## config.mk

```make
export PLATFORM = sky130hd
export DESIGN_NAME = sar_conv_ctrl
export DESIGN_NICKNAME = d
export VERILOG_FILES = /design/src/sar_pkg.sv /design/src/result_fifo.sv /design/src/sar_sequencer.sv /design/src/sar_conv_ctrl.sv
export SDC_FILE = /design/constraint.sdc
export NUM_CORES = 1
export LEC_CHECK = 0
export BUFFER_PORTS_ARGS = -buffer_cell sky130_fd_sc_hd__buf_2
export CAP_MARGIN = 10
export CORE_MARGIN = 10
export CORE_UTILIZATION = 45
export CTS_BUF_LIST = sky130_fd_sc_hd__clkbuf_8
export CTS_CLUSTER_SIZE = 30
export DETAILED_ROUTE_END_ITERATION = 6
export HOLD_SLACK_MARGIN = 0.05
export PLACE_DENSITY = 0.73
export SYNTH_ARGS = -nofsm -noshare
export SYNTH_HDL_FRONTEND = slang
export SYNTH_SLANG_ARGS = --single-unit
```

## constraint.sdc

```tcl
create_clock -name CLK_SYS -period 8.2 [get_ports CLK_SYS]
set_clock_uncertainty 0.05 [all_clocks]
set_input_delay 0.82 -clock CLK_SYS [delete_from_list [all_inputs] [get_ports CLK_SYS]]
set_output_delay 0.82 -clock CLK_SYS [all_outputs]
set_load 0.05 [all_outputs]
```

## src/sar_pkg.sv

```systemverilog
// Shared constants and types for the converter sequencing and readout block.
// Assumes one 200 MHz system clock; all pin inputs arrive asynchronously.
package sar_pkg;

	// ------------------------------------------------------------
	// Clock and timing figures
	// ------------------------------------------------------------
	localparam int CLK_PERIOD_PS = 5000;  // System clock period
	localparam int CONV_TIME_NS  = 610;   // Longest conversion interval
	localparam int ACQ_TIME_NS   = 150;   // Least acquisition interval
	localparam int BUSY_MAX_NS   = 630;   // Longest busy high phase
	localparam int RISE_MAX_NS   = 40;    // Longest start to busy delay
	localparam int RESUME_NS     = 20;    // Delay from reset release to sampling

	// Cycle counts: longest times round down, least times round up
	localparam int CONV_CYCLES     = (CONV_TIME_NS * 1000) / CLK_PERIOD_PS;
	localparam int BUSY_MAX_CYCLES = (BUSY_MAX_NS * 1000) / CLK_PERIOD_PS;
	localparam int RISE_MAX_CYCLES = (RISE_MAX_NS * 1000) / CLK_PERIOD_PS;
	localparam int ACQ_CYCLES      = (ACQ_TIME_NS * 1000 + CLK_PERIOD_PS - 1) / CLK_PERIOD_PS;
	localparam int RESUME_CYCLES   = (RESUME_NS * 1000 + CLK_PERIOD_PS - 1) / CLK_PERIOD_PS;

	// ------------------------------------------------------------
	// Result format
	// ------------------------------------------------------------
	localparam int RESULT_W   = 16;                     // Result width
	localparam int BIT_CYCLES = CONV_CYCLES / RESULT_W; // Cycles per decided bit
	localparam int CNT_W      = 8;                      // Timing counter width
	localparam int BUF_DEPTH  = 2;                      // Result buffer entries

	localparam logic [7:0]          FOLD_FILL  = 8'hFF;    // Lower pins in fold mode
	localparam logic [15:0]         SIGN_FLIP  = 16'h8000; // Two's complement <-> offset
	localparam logic [15:0]         OE_FULL    = 16'hFFFF; // All pins enabled
	localparam logic [15:0]         OE_UPPER   = 16'hFF00; // Upper pins only
	localparam logic [CNT_W-1:0]    RESUME_LAST = CNT_W'(RESUME_CYCLES - 1);
	localparam logic [CNT_W-1:0]    ACQ_DONE    = CNT_W'(ACQ_CYCLES);

	// Conversion control states
	typedef enum logic [1:0] {
		ST_RESUME,
		ST_ACQUIRE,
		ST_CONVERT
	} conv_state_e;

endpackage

```

## src/result_fifo.sv

```systemverilog
// Two-entry result buffer with valid/ready on both sides.
// Assumes the producer honours in_ready and the consumer may stall.
module result_fifo
	import sar_pkg::*;
#(
	parameter int W     = RESULT_W,
	parameter int DEPTH = BUF_DEPTH
) (
	// Clock and reset
	input  wire logic         clk,
	input  wire logic         nrst,
	// Filling side
	input  wire logic         in_valid,
	input  wire logic [W-1:0] in_data,
	output logic              in_ready,
	// Draining side
	output logic              out_valid,
	output logic [W-1:0]      out_data,
	input  wire logic         out_ready
);

	localparam int AW = (DEPTH > 1) ? $clog2(DEPTH) : 1;

	// ------------------------------------------------------------
	// State
	// ------------------------------------------------------------
	typedef struct packed {
		logic [DEPTH-1:0][W-1:0] mem; // Stored words
		logic [AW-1:0]           wp;  // Write pointer
		logic [AW-1:0]           rp;  // Read pointer
		logic [AW:0]             cnt; // Words held
	} fifo_s;

	fifo_s r;
	fifo_s next_r;
	logic  push;
	logic  pop;

	// Honest flags from the count
	assign in_ready  = (r.cnt != (AW + 1)'(DEPTH));
	assign out_valid = (r.cnt != '0);
	assign out_data  = r.mem[r.rp];
	assign push      = in_valid && in_ready;
	assign pop       = out_valid && out_ready;

	// Next state: write, read, wrap pointers
	always_comb begin
		next_r = r;
		if (push) begin
			next_r.mem[r.wp] = in_data;
			next_r.wp = (r.wp == AW'(DEPTH - 1)) ? '0 : r.wp + AW'(1);
		end
		if (pop) begin
			next_r.rp = (r.rp == AW'(DEPTH - 1)) ? '0 : r.rp + AW'(1);
		end
		// Count moves only when one side acts alone
		if (push && !pop) begin
			next_r.cnt = r.cnt + (AW + 1)'(1);
		end else if (pop && !push) begin
			next_r.cnt = r.cnt - (AW + 1)'(1);
		end
	end

	// Register the state
	always_ff @(posedge clk or negedge nrst) begin
		if (!nrst) begin
			r <= '0;
		end else begin
			r <= next_r;
		end
	end

endmodule

```

## src/sar_sequencer.sv

```systemverilog
// Successive-approximation engine timed by its own divider.
// Assumes sample stays stable from start until done.
module sar_sequencer
	import sar_pkg::*;
#(
	parameter int W = RESULT_W
) (
	// Clock and reset
	input  wire logic         clk,
	input  wire logic         nrst,
	// Control
	input  wire logic         start,
	input  wire logic [W-1:0] sample,
	// Result
	output logic              done,
	output logic [W-1:0]      result
);

	localparam int LW         = $clog2(W) + 1;
	localparam int DONE_DELAY = CONV_CYCLES + 1;

	// ------------------------------------------------------------
	// State
	// ------------------------------------------------------------
	typedef struct packed {
		logic             run;  // Conversion running
		logic [CNT_W-1:0] cnt;  // Cycles into conversion
		logic [CNT_W-1:0] tick; // Internal bit clock divider
		logic [LW-1:0]    left; // Bits still to decide
		logic [W-1:0]     acc;  // Offset-binary approximation
		logic             done; // Completion pulse
		logic [W-1:0]     res;  // Finished result
	} seq_s;

	seq_s         r;
	seq_s         next_r;
	logic [W-1:0] target;
	logic [W-1:0] trial;

	assign done   = r.done;
	assign result = r.res;
	// Offset-binary view of the signed sample
	assign target = sample ^ W'(SIGN_FLIP);
	assign trial  = r.acc | (W'(1) << (r.left - LW'(1)));

	// Next state: one bit decided per divider period
	always_comb begin
		next_r = r;
		next_r.done = 1'b0;
		if (start && !r.run) begin
			next_r.run  = 1'b1;
			next_r.cnt  = '0;
			next_r.tick = '0;
			next_r.left = LW'(W);
			next_r.acc  = '0;
		end else if (r.run) begin
			next_r.cnt = r.cnt + CNT_W'(1);
			// (RL2) internal bit clock
			if (r.tick == CNT_W'(BIT_CYCLES - 1)) begin
				next_r.tick = '0;
				if (r.left != '0) begin
					next_r.left = r.left - LW'(1);
					if (trial <= target) begin
						next_r.acc = trial;
					end
				end
			end else begin
				next_r.tick = r.tick + CNT_W'(1);
			end
			// (RL3) fixed conversion length
			if (r.cnt == CNT_W'(CONV_CYCLES - 1)) begin
				next_r.run  = 1'b0;
				next_r.done = 1'b1;
				// (RL23) back to two's complement
				next_r.res  = r.acc ^ W'(SIGN_FLIP);
			end
		end
	end

	// Register the state
	always_ff @(posedge clk or negedge nrst) begin
		if (!nrst) begin
			r <= '0;
		end else begin
			r <= next_r;
		end
	end
endmodule

```

## src/sar_conv_ctrl.sv

```systemverilog
// Conversion sequencing and parallel readout of a 16-bit converter.
// Assumes the host drives strobes asynchronously; NRST is the reset pin.
// Function
// (RL1) Busy high exactly while converting
// (RL2) Conversion clock comes from internal divider
// (RL3) Conversion finishes within 610 ns
// (RL4) Capture input sample at conversion start
// (RL5) Inputs isolated while conversion runs
// (RL6) Busy rises within 40 ns of start
// (RL7) Busy falls within 20 ns of end
// (RL8) Busy never high beyond 630 ns
// (RL9) Busy low lasts at least acquisition
// (RL10) Host allows 150 ns acquisition
// (RL11) Host start strobe low/high 20 ns
// (RL12) Host chip select low before start
// (RL13) Host quiet bus 40 ns after start
// (RL14) Host read strobe 50 low, 20 high
// (RL15) Result valid by busy falling edge
// (RL16) Bus released within 30 ns of read end
// (RL17) Fold select moves low byte up, ones below
// (RL18) Fold or width change shown within 30 ns
// (RL19) Host sets fold select before read
// (RL20) Reset aborts conversion, clears latches
// (RL21) Reset works regardless of chip select
// (RL22) Host uses busy fall as interrupt
// (RL23) Results coded in two's complement
// (RL24) Sampling restarts at busy or select fall
// (RL25) Host avoids reads near start edge
// (RL26) Sampling resumes 20 ns after reset
// (RL27) Result latch holds until next result
// (RL28) Start ignored while busy high
module sar_conv_ctrl
	import sar_pkg::*;
(
	// Clock and reset
	input  wire logic                CLK_SYS,
	input  wire logic                NRST,
	// Host strobes
	input  wire logic                CONVERSION_START_N,
	input  wire logic                CS_N,
	input  wire logic                RD_N,
	input  wire logic                FOLD_SELECT,
	input  wire logic                BUS_WIDTH_SELECT,
	// Digitised input level
	input  wire logic [RESULT_W-1:0] ANALOG_CODE,
	// Status
	output logic                     BUSY,
	output logic                     SAMPLING,
	output logic                     INPUT_ISOLATED,
	// Result data pins
	output logic [RESULT_W-1:0]      RESULT_DATA_PINS_O,
	output logic [RESULT_W-1:0]      RESULT_DATA_PINS_OE
);

	// ------------------------------------------------------------
	// State
	// ------------------------------------------------------------
	typedef struct packed {
		logic                conv_s1;   // Start strobe sync stage 1
		logic                conv_s2;   // Start strobe sync stage 2
		logic                conv_s3;   // Start strobe previous
		logic                cs_s1;     // Select sync stage 1
		logic                cs_s2;     // Select sync stage 2
		logic                cs_s3;     // Select previous
		logic                rd_s1;     // Read sync stage 1
		logic                rd_s2;     // Read sync stage 2
		logic                fold_s1;   // Fold sync stage 1
		logic                fold_s2;   // Fold sync stage 2
		logic                width_s1;  // Width sync stage 1
		logic                width_s2;  // Width sync stage 2
		logic [RESULT_W-1:0] ana_s1;    // Input sync stage 1
		logic [RESULT_W-1:0] ana_s2;    // Input sync stage 2
		conv_state_e         state;     // Control state
		logic [CNT_W-1:0]    cnt;       // Resume/acquisition counter
		logic                busy;      // Busy pin
		logic                isolated;  // Inputs disconnected
		logic                sampling;  // Inputs tracking
		logic [RESULT_W-1:0] hold;      // Held sample
		logic                seq_start; // Start pulse to engine
		logic [RESULT_W-1:0] out_word;  // Output latch
		logic                rd_act_q;  // Read active last cycle
		logic                read_old;  // Read of the previous word
		logic [RESULT_W-1:0] data_o;    // Data pin levels
		logic [RESULT_W-1:0] data_oe;   // Data pin enables
	} ctrl_s;

	ctrl_s               r;
	ctrl_s               next_r;
	logic                rd_act;     // Select and read both low
	logic                start_edge; // Falling start strobe
	logic                cs_fall;    // Falling select
	logic                eligible;   // Conversion may begin
	logic                load;       // Latch takes a result
	logic                seq_done;   // Engine finished
	logic [RESULT_W-1:0] seq_result; // Engine result
	logic                buf_in_rdy; // Buffer has room
	logic                buf_valid;  // Buffer holds a word
	logic [RESULT_W-1:0] buf_data;   // Oldest buffered word
	logic [RESULT_W-1:0] fold_word;  // Folded view of the latch

	// ------------------------------------------------------------
	// Submodules
	// ------------------------------------------------------------
	// Engine runs from its own divider
	sar_sequencer #(
		.W      (RESULT_W)
	) u_seq (
		.clk    (CLK_SYS),
		.nrst   (NRST),
		.start  (r.seq_start),
		.sample (r.hold),
		.done   (seq_done),
		.result (seq_result)
	);

	// Buffer between engine and output latch
	result_fifo #(
		.W         (RESULT_W),
		.DEPTH     (BUF_DEPTH)
	) u_buf (
		.clk       (CLK_SYS),
		.nrst      (NRST),
		.in_valid  (seq_done),
		.in_data   (seq_result),
		.in_ready  (buf_in_rdy),
		.out_valid (buf_valid),
		.out_data  (buf_data),
		.out_ready (!r.read_old)
	);

	// ------------------------------------------------------------
	// Decode
	// ------------------------------------------------------------
	assign rd_act     = !r.cs_s2 && !r.rd_s2;
	assign start_edge = r.conv_s3 && !r.conv_s2;
	assign cs_fall    = r.cs_s3 && !r.cs_s2;
	// (RL12) select must already be low
	assign eligible   = (r.state == ST_ACQUIRE) && (r.cnt == ACQ_DONE)
		&& !r.cs_s2 && buf_in_rdy;
	// Latch drains the buffer unless an old-word read is open
	assign load       = (r.state == ST_CONVERT) && buf_valid && !r.read_old;
	assign fold_word  = {r.out_word[7:0], FOLD_FILL};

	// Next state
	always_comb begin
		next_r = r;
		next_r.seq_start = 1'b0;
		// Two-stage synchronisers
		next_r.conv_s1  = CONVERSION_START_N;
		next_r.conv_s2  = r.conv_s1;
		next_r.conv_s3  = r.conv_s2;
		next_r.cs_s1    = CS_N;
		next_r.cs_s2    = r.cs_s1;
		next_r.cs_s3    = r.cs_s2;
		next_r.rd_s1    = RD_N;
		next_r.rd_s2    = r.rd_s1;
		next_r.fold_s1  = FOLD_SELECT;
		next_r.fold_s2  = r.fold_s1;
		next_r.width_s1 = BUS_WIDTH_SELECT;
		next_r.width_s2 = r.width_s1;
		next_r.ana_s1   = ANALOG_CODE;
		next_r.ana_s2   = r.ana_s1;
		unique case (r.state)
			// (RL26) short pause after reset release
			ST_RESUME: begin
				next_r.cnt = r.cnt + CNT_W'(1);
				if (r.cnt == RESUME_LAST) begin
					next_r.state    = ST_ACQUIRE;
					next_r.cnt      = '0;
					next_r.sampling = 1'b1;
				end
			end
			// Tracking input, waiting for a start
			ST_ACQUIRE: begin
				// (RL9) enforce least acquisition
				if (r.cnt != ACQ_DONE) begin
					next_r.cnt = r.cnt + CNT_W'(1);
				end
				// (RL24) select fall reopens sampling
				if (cs_fall) begin
					next_r.sampling = 1'b1;
				end
				// (RL6) busy on start edge
				if (start_edge && eligible) begin
					next_r.state     = ST_CONVERT;
					next_r.busy      = 1'b1;
					// (RL5) inputs cut off
					next_r.isolated  = 1'b1;
					next_r.sampling  = 1'b0;
					// (RL4) capture the sample
					next_r.hold      = r.ana_s2;
					next_r.seq_start = 1'b1;
				end
			end
			// (RL28) start edges ignored here
			// (RL8) busy bounded by engine length
			ST_CONVERT: begin
				// (RL7) busy drops as result lands
				// (RL15) result latched as busy falls
				// (RL27) latch written only here
				if (load) begin
					next_r.out_word = buf_data;
					// (RL1) busy clears with state
					next_r.busy     = 1'b0;
					next_r.state    = ST_ACQUIRE;
					next_r.cnt      = '0;
					// (RL5) inputs rejoin with busy low
					next_r.isolated = 1'b0;
					// (RL24) sampling restarts if selected
					next_r.sampling = !r.cs_s2;
				end
			end
		endcase
		// A read opened while idle guards the word it is reading
		next_r.rd_act_q = rd_act;
		if (!rd_act) begin
			next_r.read_old = 1'b0;
		end else if (!r.rd_act_q && !r.busy) begin
			next_r.read_old = 1'b1;
		end
		// (RL16) enables follow select and read
		if (rd_act) begin
			next_r.data_oe = r.width_s2 ? OE_UPPER : OE_FULL;
		end else begin
			next_r.data_oe = '0;
		end
		// (RL17) fold or full word
		// (RL18) mux follows the fold select
		next_r.data_o = r.fold_s2 ? fold_word : r.out_word;
	end

	// (RL20) reset aborts and clears
	// (RL21) reset ignores select
	always_ff @(posedge CLK_SYS or negedge NRST) begin
		if (!NRST) begin
			r <= '0;
			// Start, select and read synchronisers start idle high: no false edge or read after reset
			r.conv_s1 <= 1'b1;
			r.conv_s2 <= 1'b1;
			r.conv_s3 <= 1'b1;
			r.cs_s1   <= 1'b1;
			r.cs_s2   <= 1'b1;
			r.cs_s3   <= 1'b1;
			r.rd_s1   <= 1'b1;
			r.rd_s2   <= 1'b1;
		end else begin
			r <= next_r;
		end
	end

	// Outputs straight from flops
	assign BUSY                = r.busy;
	assign SAMPLING            = r.sampling;
	assign INPUT_ISOLATED      = r.isolated;
	assign RESULT_DATA_PINS_O  = r.data_o;
	assign RESULT_DATA_PINS_OE = r.data_oe;

	// Helper counters for long phases
	logic [CNT_W-1:0] busy_len;
	logic [CNT_W-1:0] low_len;
	always_ff @(posedge CLK_SYS or negedge NRST) begin
		if (!NRST) begin
			busy_len <= '0;
			low_len  <= '0;
		end else begin
			busy_len <= r.busy ? busy_len + CNT_W'(1) : '0;
			low_len  <= (r.busy || low_len == '1) ? (r.busy ? '0 : low_len) : low_len + CNT_W'(1);
		end
	end
endmodule

```

Word-level counts from Yosys, hierarchy flattened:

Cells that the tools add are included.

* flip-flop bits (word level): 215
* bits of input ports: 23
* output and inout bits: 35
* word-level logic and storage cells: 146

* $add $sub $neg: 8
* magnitude comparators: 4
* equal/unequal tests: 14
* shift operators: 1
* multiplexer cells: 34
* bitwise operators: 4
* reductions and logical operators: 43

Operators by type and width (number)
* two-way mux 16 bit: 6
* two-way mux 55 bit: 1
* two-way mux 21 bit: 2
* two-way mux 38 bit: 1
* two-way mux 17 bit: 2
* bitwise mux 32 bit: 1
* case mux 10 bit (3 select lines): 1
* adder 8 x 1 -> 8 bit (second input constant): 3
* two-way mux 8 bit: 3
* two-way mux 20 bit: 1
* demux 16 bit (select 1 bit): 1
* less-or-equal comparator 16 bit: 1
* logical AND 1 bit: 16
* bitwise OR 16 bit: 1
* left shift 1 x 5 -> 16 bit (first input constant): 1
* AND reduction 3 bit: 5
* nonzero test 2 bit: 7
* two-way mux 13 bit: 1
* two-way mux 10 bit: 1
* zero test 1 bit: 9
* == test 8 x 2 -> 1 bit (second input constant): 1
* == test 8 x 3 -> 1 bit (second input constant): 1
* == test 8 x 5 -> 1 bit (second input constant): 1
* == test 8 x 7 -> 1 bit (second input constant): 1
* other kinds (21): 40

Logic depth before layout (Yosys ltp):

* depth in word-level cells: 9
* gate-level depth with buffers: 13
* mapped depth without buffers: 12

Modules after synthesis:

Synthesis repeated with hierarchy kept, for this count alone.

* cells, all modules: 755
* area total of the unflattened synthesis: 9172.5 µm²

By module, submodules not included
* sar_conv_ctrl: instances 1, cells each 273, area an instance 4040.1 µm², seq. area each 2712.6 µm²
* sar_sequencer: instances 1, cells each 379, area an instance 3437.0 µm², seq. area each 1376.3 µm²
* result_fifo: instances 1, cells each 103, area an instance 1695.4 µm², seq. area each 900.9 µm²

Worst setup path before layout:

OpenSTA, ideal clock, no wires.

* path kind: register to register
* start: reg u_seq.r[33] in the netlist's numbering
* end: reg u_seq.r[31] in the netlist's numbering
* setup time: 94 ps
* arrival: 3400 ps
* data required time: 8056 ps
* path slack: 4656 ps
* cell stages (with the launch flop): 13
* path buffers: 1
* clock period less this slack: 3544 ps
* path through: dfrtp_1 -> inv_1 -> ha_1 -> nor3b_1 -> xnor2_1 -> a211oi_1 -> or2_2 -> ha_1 -> nand4_1 -> nor4_2 -> clkbuf_1 -> nor2_1 -> a211oi_1

* word-level cells in the longest chain between the ends: 8
* elaborated cells between the ends (all ways): 13
* classes of those cells: add/sub (1); order compare (1); shift (1); mux (5); bitwise (1); reduce/logical (4)

Ends and longest elaborated chain
* start, declared: line sar_sequencer.sv:35 `seq_s r;`
* start signal, assigned: line sar_sequencer.sv:85 `r <= next_r;`
* parallel branches: the longest is 8 deep, another holds less-or-equal comparator 16 bit

Several ways; the timed one is not identified. The select of a mux whose other input is x is not followed.
A chain may end at the register's enable or synchronous reset.

Worst setup path after layout:

* start: reg u_seq.r[33] in the netlist's numbering
* end: reg u_seq.r[19] in the netlist's numbering

Same word-level chain as after synthesis.

==> run metrics <==
layout cells sized above 1=25.16%; Post-Route WL=14.73 mm; worst endpoint required time=8.52 ns; met1 Usage GRT=16.42%; via count=5201; CP max-delay cell=dfrtp_1; Post-synth EDFFs=0; Die W=158.4 um; filler cell count=1623; Cells after Synth=735; GR peak layer=met2; clock network power share=33.0%; syn avg cell area=11.73 um2; Synth Register Bits=199; PostCTS Resize Cnt=0; CP Launch Type=register; RSZ-0062 raised after global routing=false; Fmax achieved=268.2 MHz; Rows=50; TritonCTS clock tree=built; count of cell types in the netlist=52; H-tree levels=4; leakage=0.004384 uW; post-layout util=49.69%; DR pass1 iterations=5; worst slew pin tran=0.9218 ns; CP cell instances=inv_1 -> ha_1 -> nor3b_1 -> xnor2_1 -> a211oi_1 -> or2_2 -> ha_1 -> nand4_1 -> a2111o_1 -> o211ai_1 -> buf_4 -> a21oi_1; post-route antenna net violation count=0; Min Clock Period, post-route=3.729 ns; Top-Level Pins=58; Via density=5.175; clock-pin slew on the worst setup and hold paths=0.11 ns; relative slew slack=38.55%; Final WS setup=4.471 ns; initial antenna violation count=0; wire per inst=14.66 um; combinational power share=13.9%; synth warn=0; hold buffer count at CTS=0; period utilization=45.47%; Setup Viol. Count Final=0; hold_ws=0.3061 ns; GRT Util Overall=12.52%; total gr overflow=0; Async SR Flop Fraction=100.0%; vias in the first global route=5141; Switch Pwr=630.1 uW; Crit Path Class=register to register; Post-Place Worst Slack=4.533 ns; # placed instances=973; antenna diode count=0; Clock Sinks=199; Die Y-Extent=158.4 um; initial DRC count=258; Post-Syn Area=8623 um2; GP Congestion=0.8845; GR Util met3=3.589%; Setup crit end kind=register; switching part of the total=30.94%; dpl hpwl=10.46 mm; total nets after synthesis=789; Net count, final=812; status=complete, no violations; most frequent cells in the layout=191 x dfrtp_1, 74 x o21ai_0, 57 x nand2_1, 57 x mux2_2, 56 x buf_2; Seq pwr share=53.1%; commonest non-fill, non-tap cell in the layout=dfrtp_1; die area=25100 um2; port bufs=57; Layout Area Growth over Synthesis=8.140%; largest net degree at the start of global routing=85; grt met2 use=19.44%; path type of the worst min-delay path=primary input to async pin; Max VDD drop=0.0001475 V; Residual DRC=0; Max-cap violations=0; Cell Int Power=1406 uW; clk buf depth=2; Top FF cell, synth=dfrtp_1; Max Slew Vio Count=0; Final Non-Filler Cells=1005; cell repeated most along the worst path=ha_1; final hold violation count=0; pwr/cell area=218.4 nW/um2; initial core utilization=45.95%; setup repair bufs after CTS=0; Worst Path Arrival=4.05 ns; Crit. Startpoint=u_seq.r[33]; Seq/Total Area, Yosys=57.86%; CP max stage delay=0.47 ns; Core ar.=18770 um2; Setup TNS Final=0 ns; Root Driver=clkbuf_8; clk_lat worst skew=0.49 ns; worst-path fanout max=16; first-pass GRT wire length=25.31 mm; Num CTS Buffers=17; R2R Path Start=u_seq.r[33]
[per-layer routing]
metal	wire [um]	share of wire [%]	vias up
met3	792	5.4	19
met5	0	0	-
met2	6746	46	102
li1	-	-	2578
met4	243	1.6	0
met1	6950	47	2502
[power by group through the flow]
stage | Sequential (uW) | Combinational (uW) | Clock (uW)
2_1_floorplan | 1100 | 213 | 0
6_report | 1080 | 283 | 671
3_5_place_dp | 1100 | 286 | 0
4_1_cts | 1080 | 287 | 693
5_1_grt | 1090 | 316 | 735
3_3_place_gp | 1100 | 279 | 0
[through the flow]
| step | total power, uW | instance area (um2) |
|---|---|---|
| finish | 2036 | 9325 |
| global route | 2145 | 9325 |
| CTS | 2062 | 9325 |
| detailed placement | 1387 | 8881 |
| global placement | 1378 | 8881 |
| floorplan | 1314 | 8623 |
[path summary, 6_finish.rpt]
kind,cells past startpoint,slack (ns),endpoint
hold / removal,1,0.31,next_r[82]
min in group CLK_SYS,0,0.31,r[91]
hold reg to reg,0,0.31,r[91]
max in group asynchronous,3,5.93,RESULT_DATA_PINS_O[1]
setup reg to reg,12,4.47,u_seq.r[19]
setup / recovery,12,4.47,u_seq.r[19]
[cell type report]
cell class	count	area [um2]	share of cell area, %
well taps	234	292.8	3.140
flip-flops and latches	199	4990	53.51
repair buffers	62	331.6	3.556
clock buffers	17	234.0	2.509
clock inverters	15	210.2	2.254
inverters	34	127.6	1.369
multi-input cells	444	3139	33.66
[flip-flops by register name (all words and copies together) (netlist names), 2 cells and up]
register and flops:
RESULT_DATA_PINS_O 16, next_r 23, u_seq.result 16, RESULT_DATA_PINS_OE 2
fold_word 8, u_buf.r 36, u_seq.r 38, r 57
[cells by family after synthesis]
logic type | count (synthesis) | share of synthesized area [%]
DFF | 199 | 57.86
and+or+nand+nor | 176 | 9.954
AOI/OAI and AO/OA | 149 | 11.07
buffers and inverters | 92 | 5.731
muxes | 77 | 9.765
adders and majority gates | 31 | 4.498
xor gates and xnor gates | 11 | 1.117
[cells in the mapped netlist, types with 8 or more instances]
master / instances / area share, %
a211oi_1: 17 / 1.5
a21oi_1: 15 / 0.87
buf_2: 10 / 0.58
buf_4: 36 / 3.1
clkbuf_1: 11 / 0.48
dfrtp_1: 191 / 55
dfstp_2: 8 / 2.4
ha_1: 31 / 4.5
inv_1: 33 / 1.4
mux2_2: 57 / 7.4
mux2i_1: 20 / 2.3
nand2_1: 57 / 2.5
nand3_1: 17 / 0.99
nand4_1: 9 / 0.65
nor2_1: 41 / 1.8
o211ai_1: 12 / 1.0
o21ai_0: 74 / 4.3
or2_2: 18 / 1.3
xnor2_1: 8 / 0.81
[worst max-delay path, delay by kind of cell, from the launching register on]
kind,cells,cell delay [ns]
AOI/OAI and AO/OA,4,0.77
xor gates and xnor gates,1,0.37
adders and majority gates,2,0.61
buffers and inverters,2,0.39
DFF,1,0.47
and+or+nand+nor,3,0.94
Power figures use the tool's default switching activity.
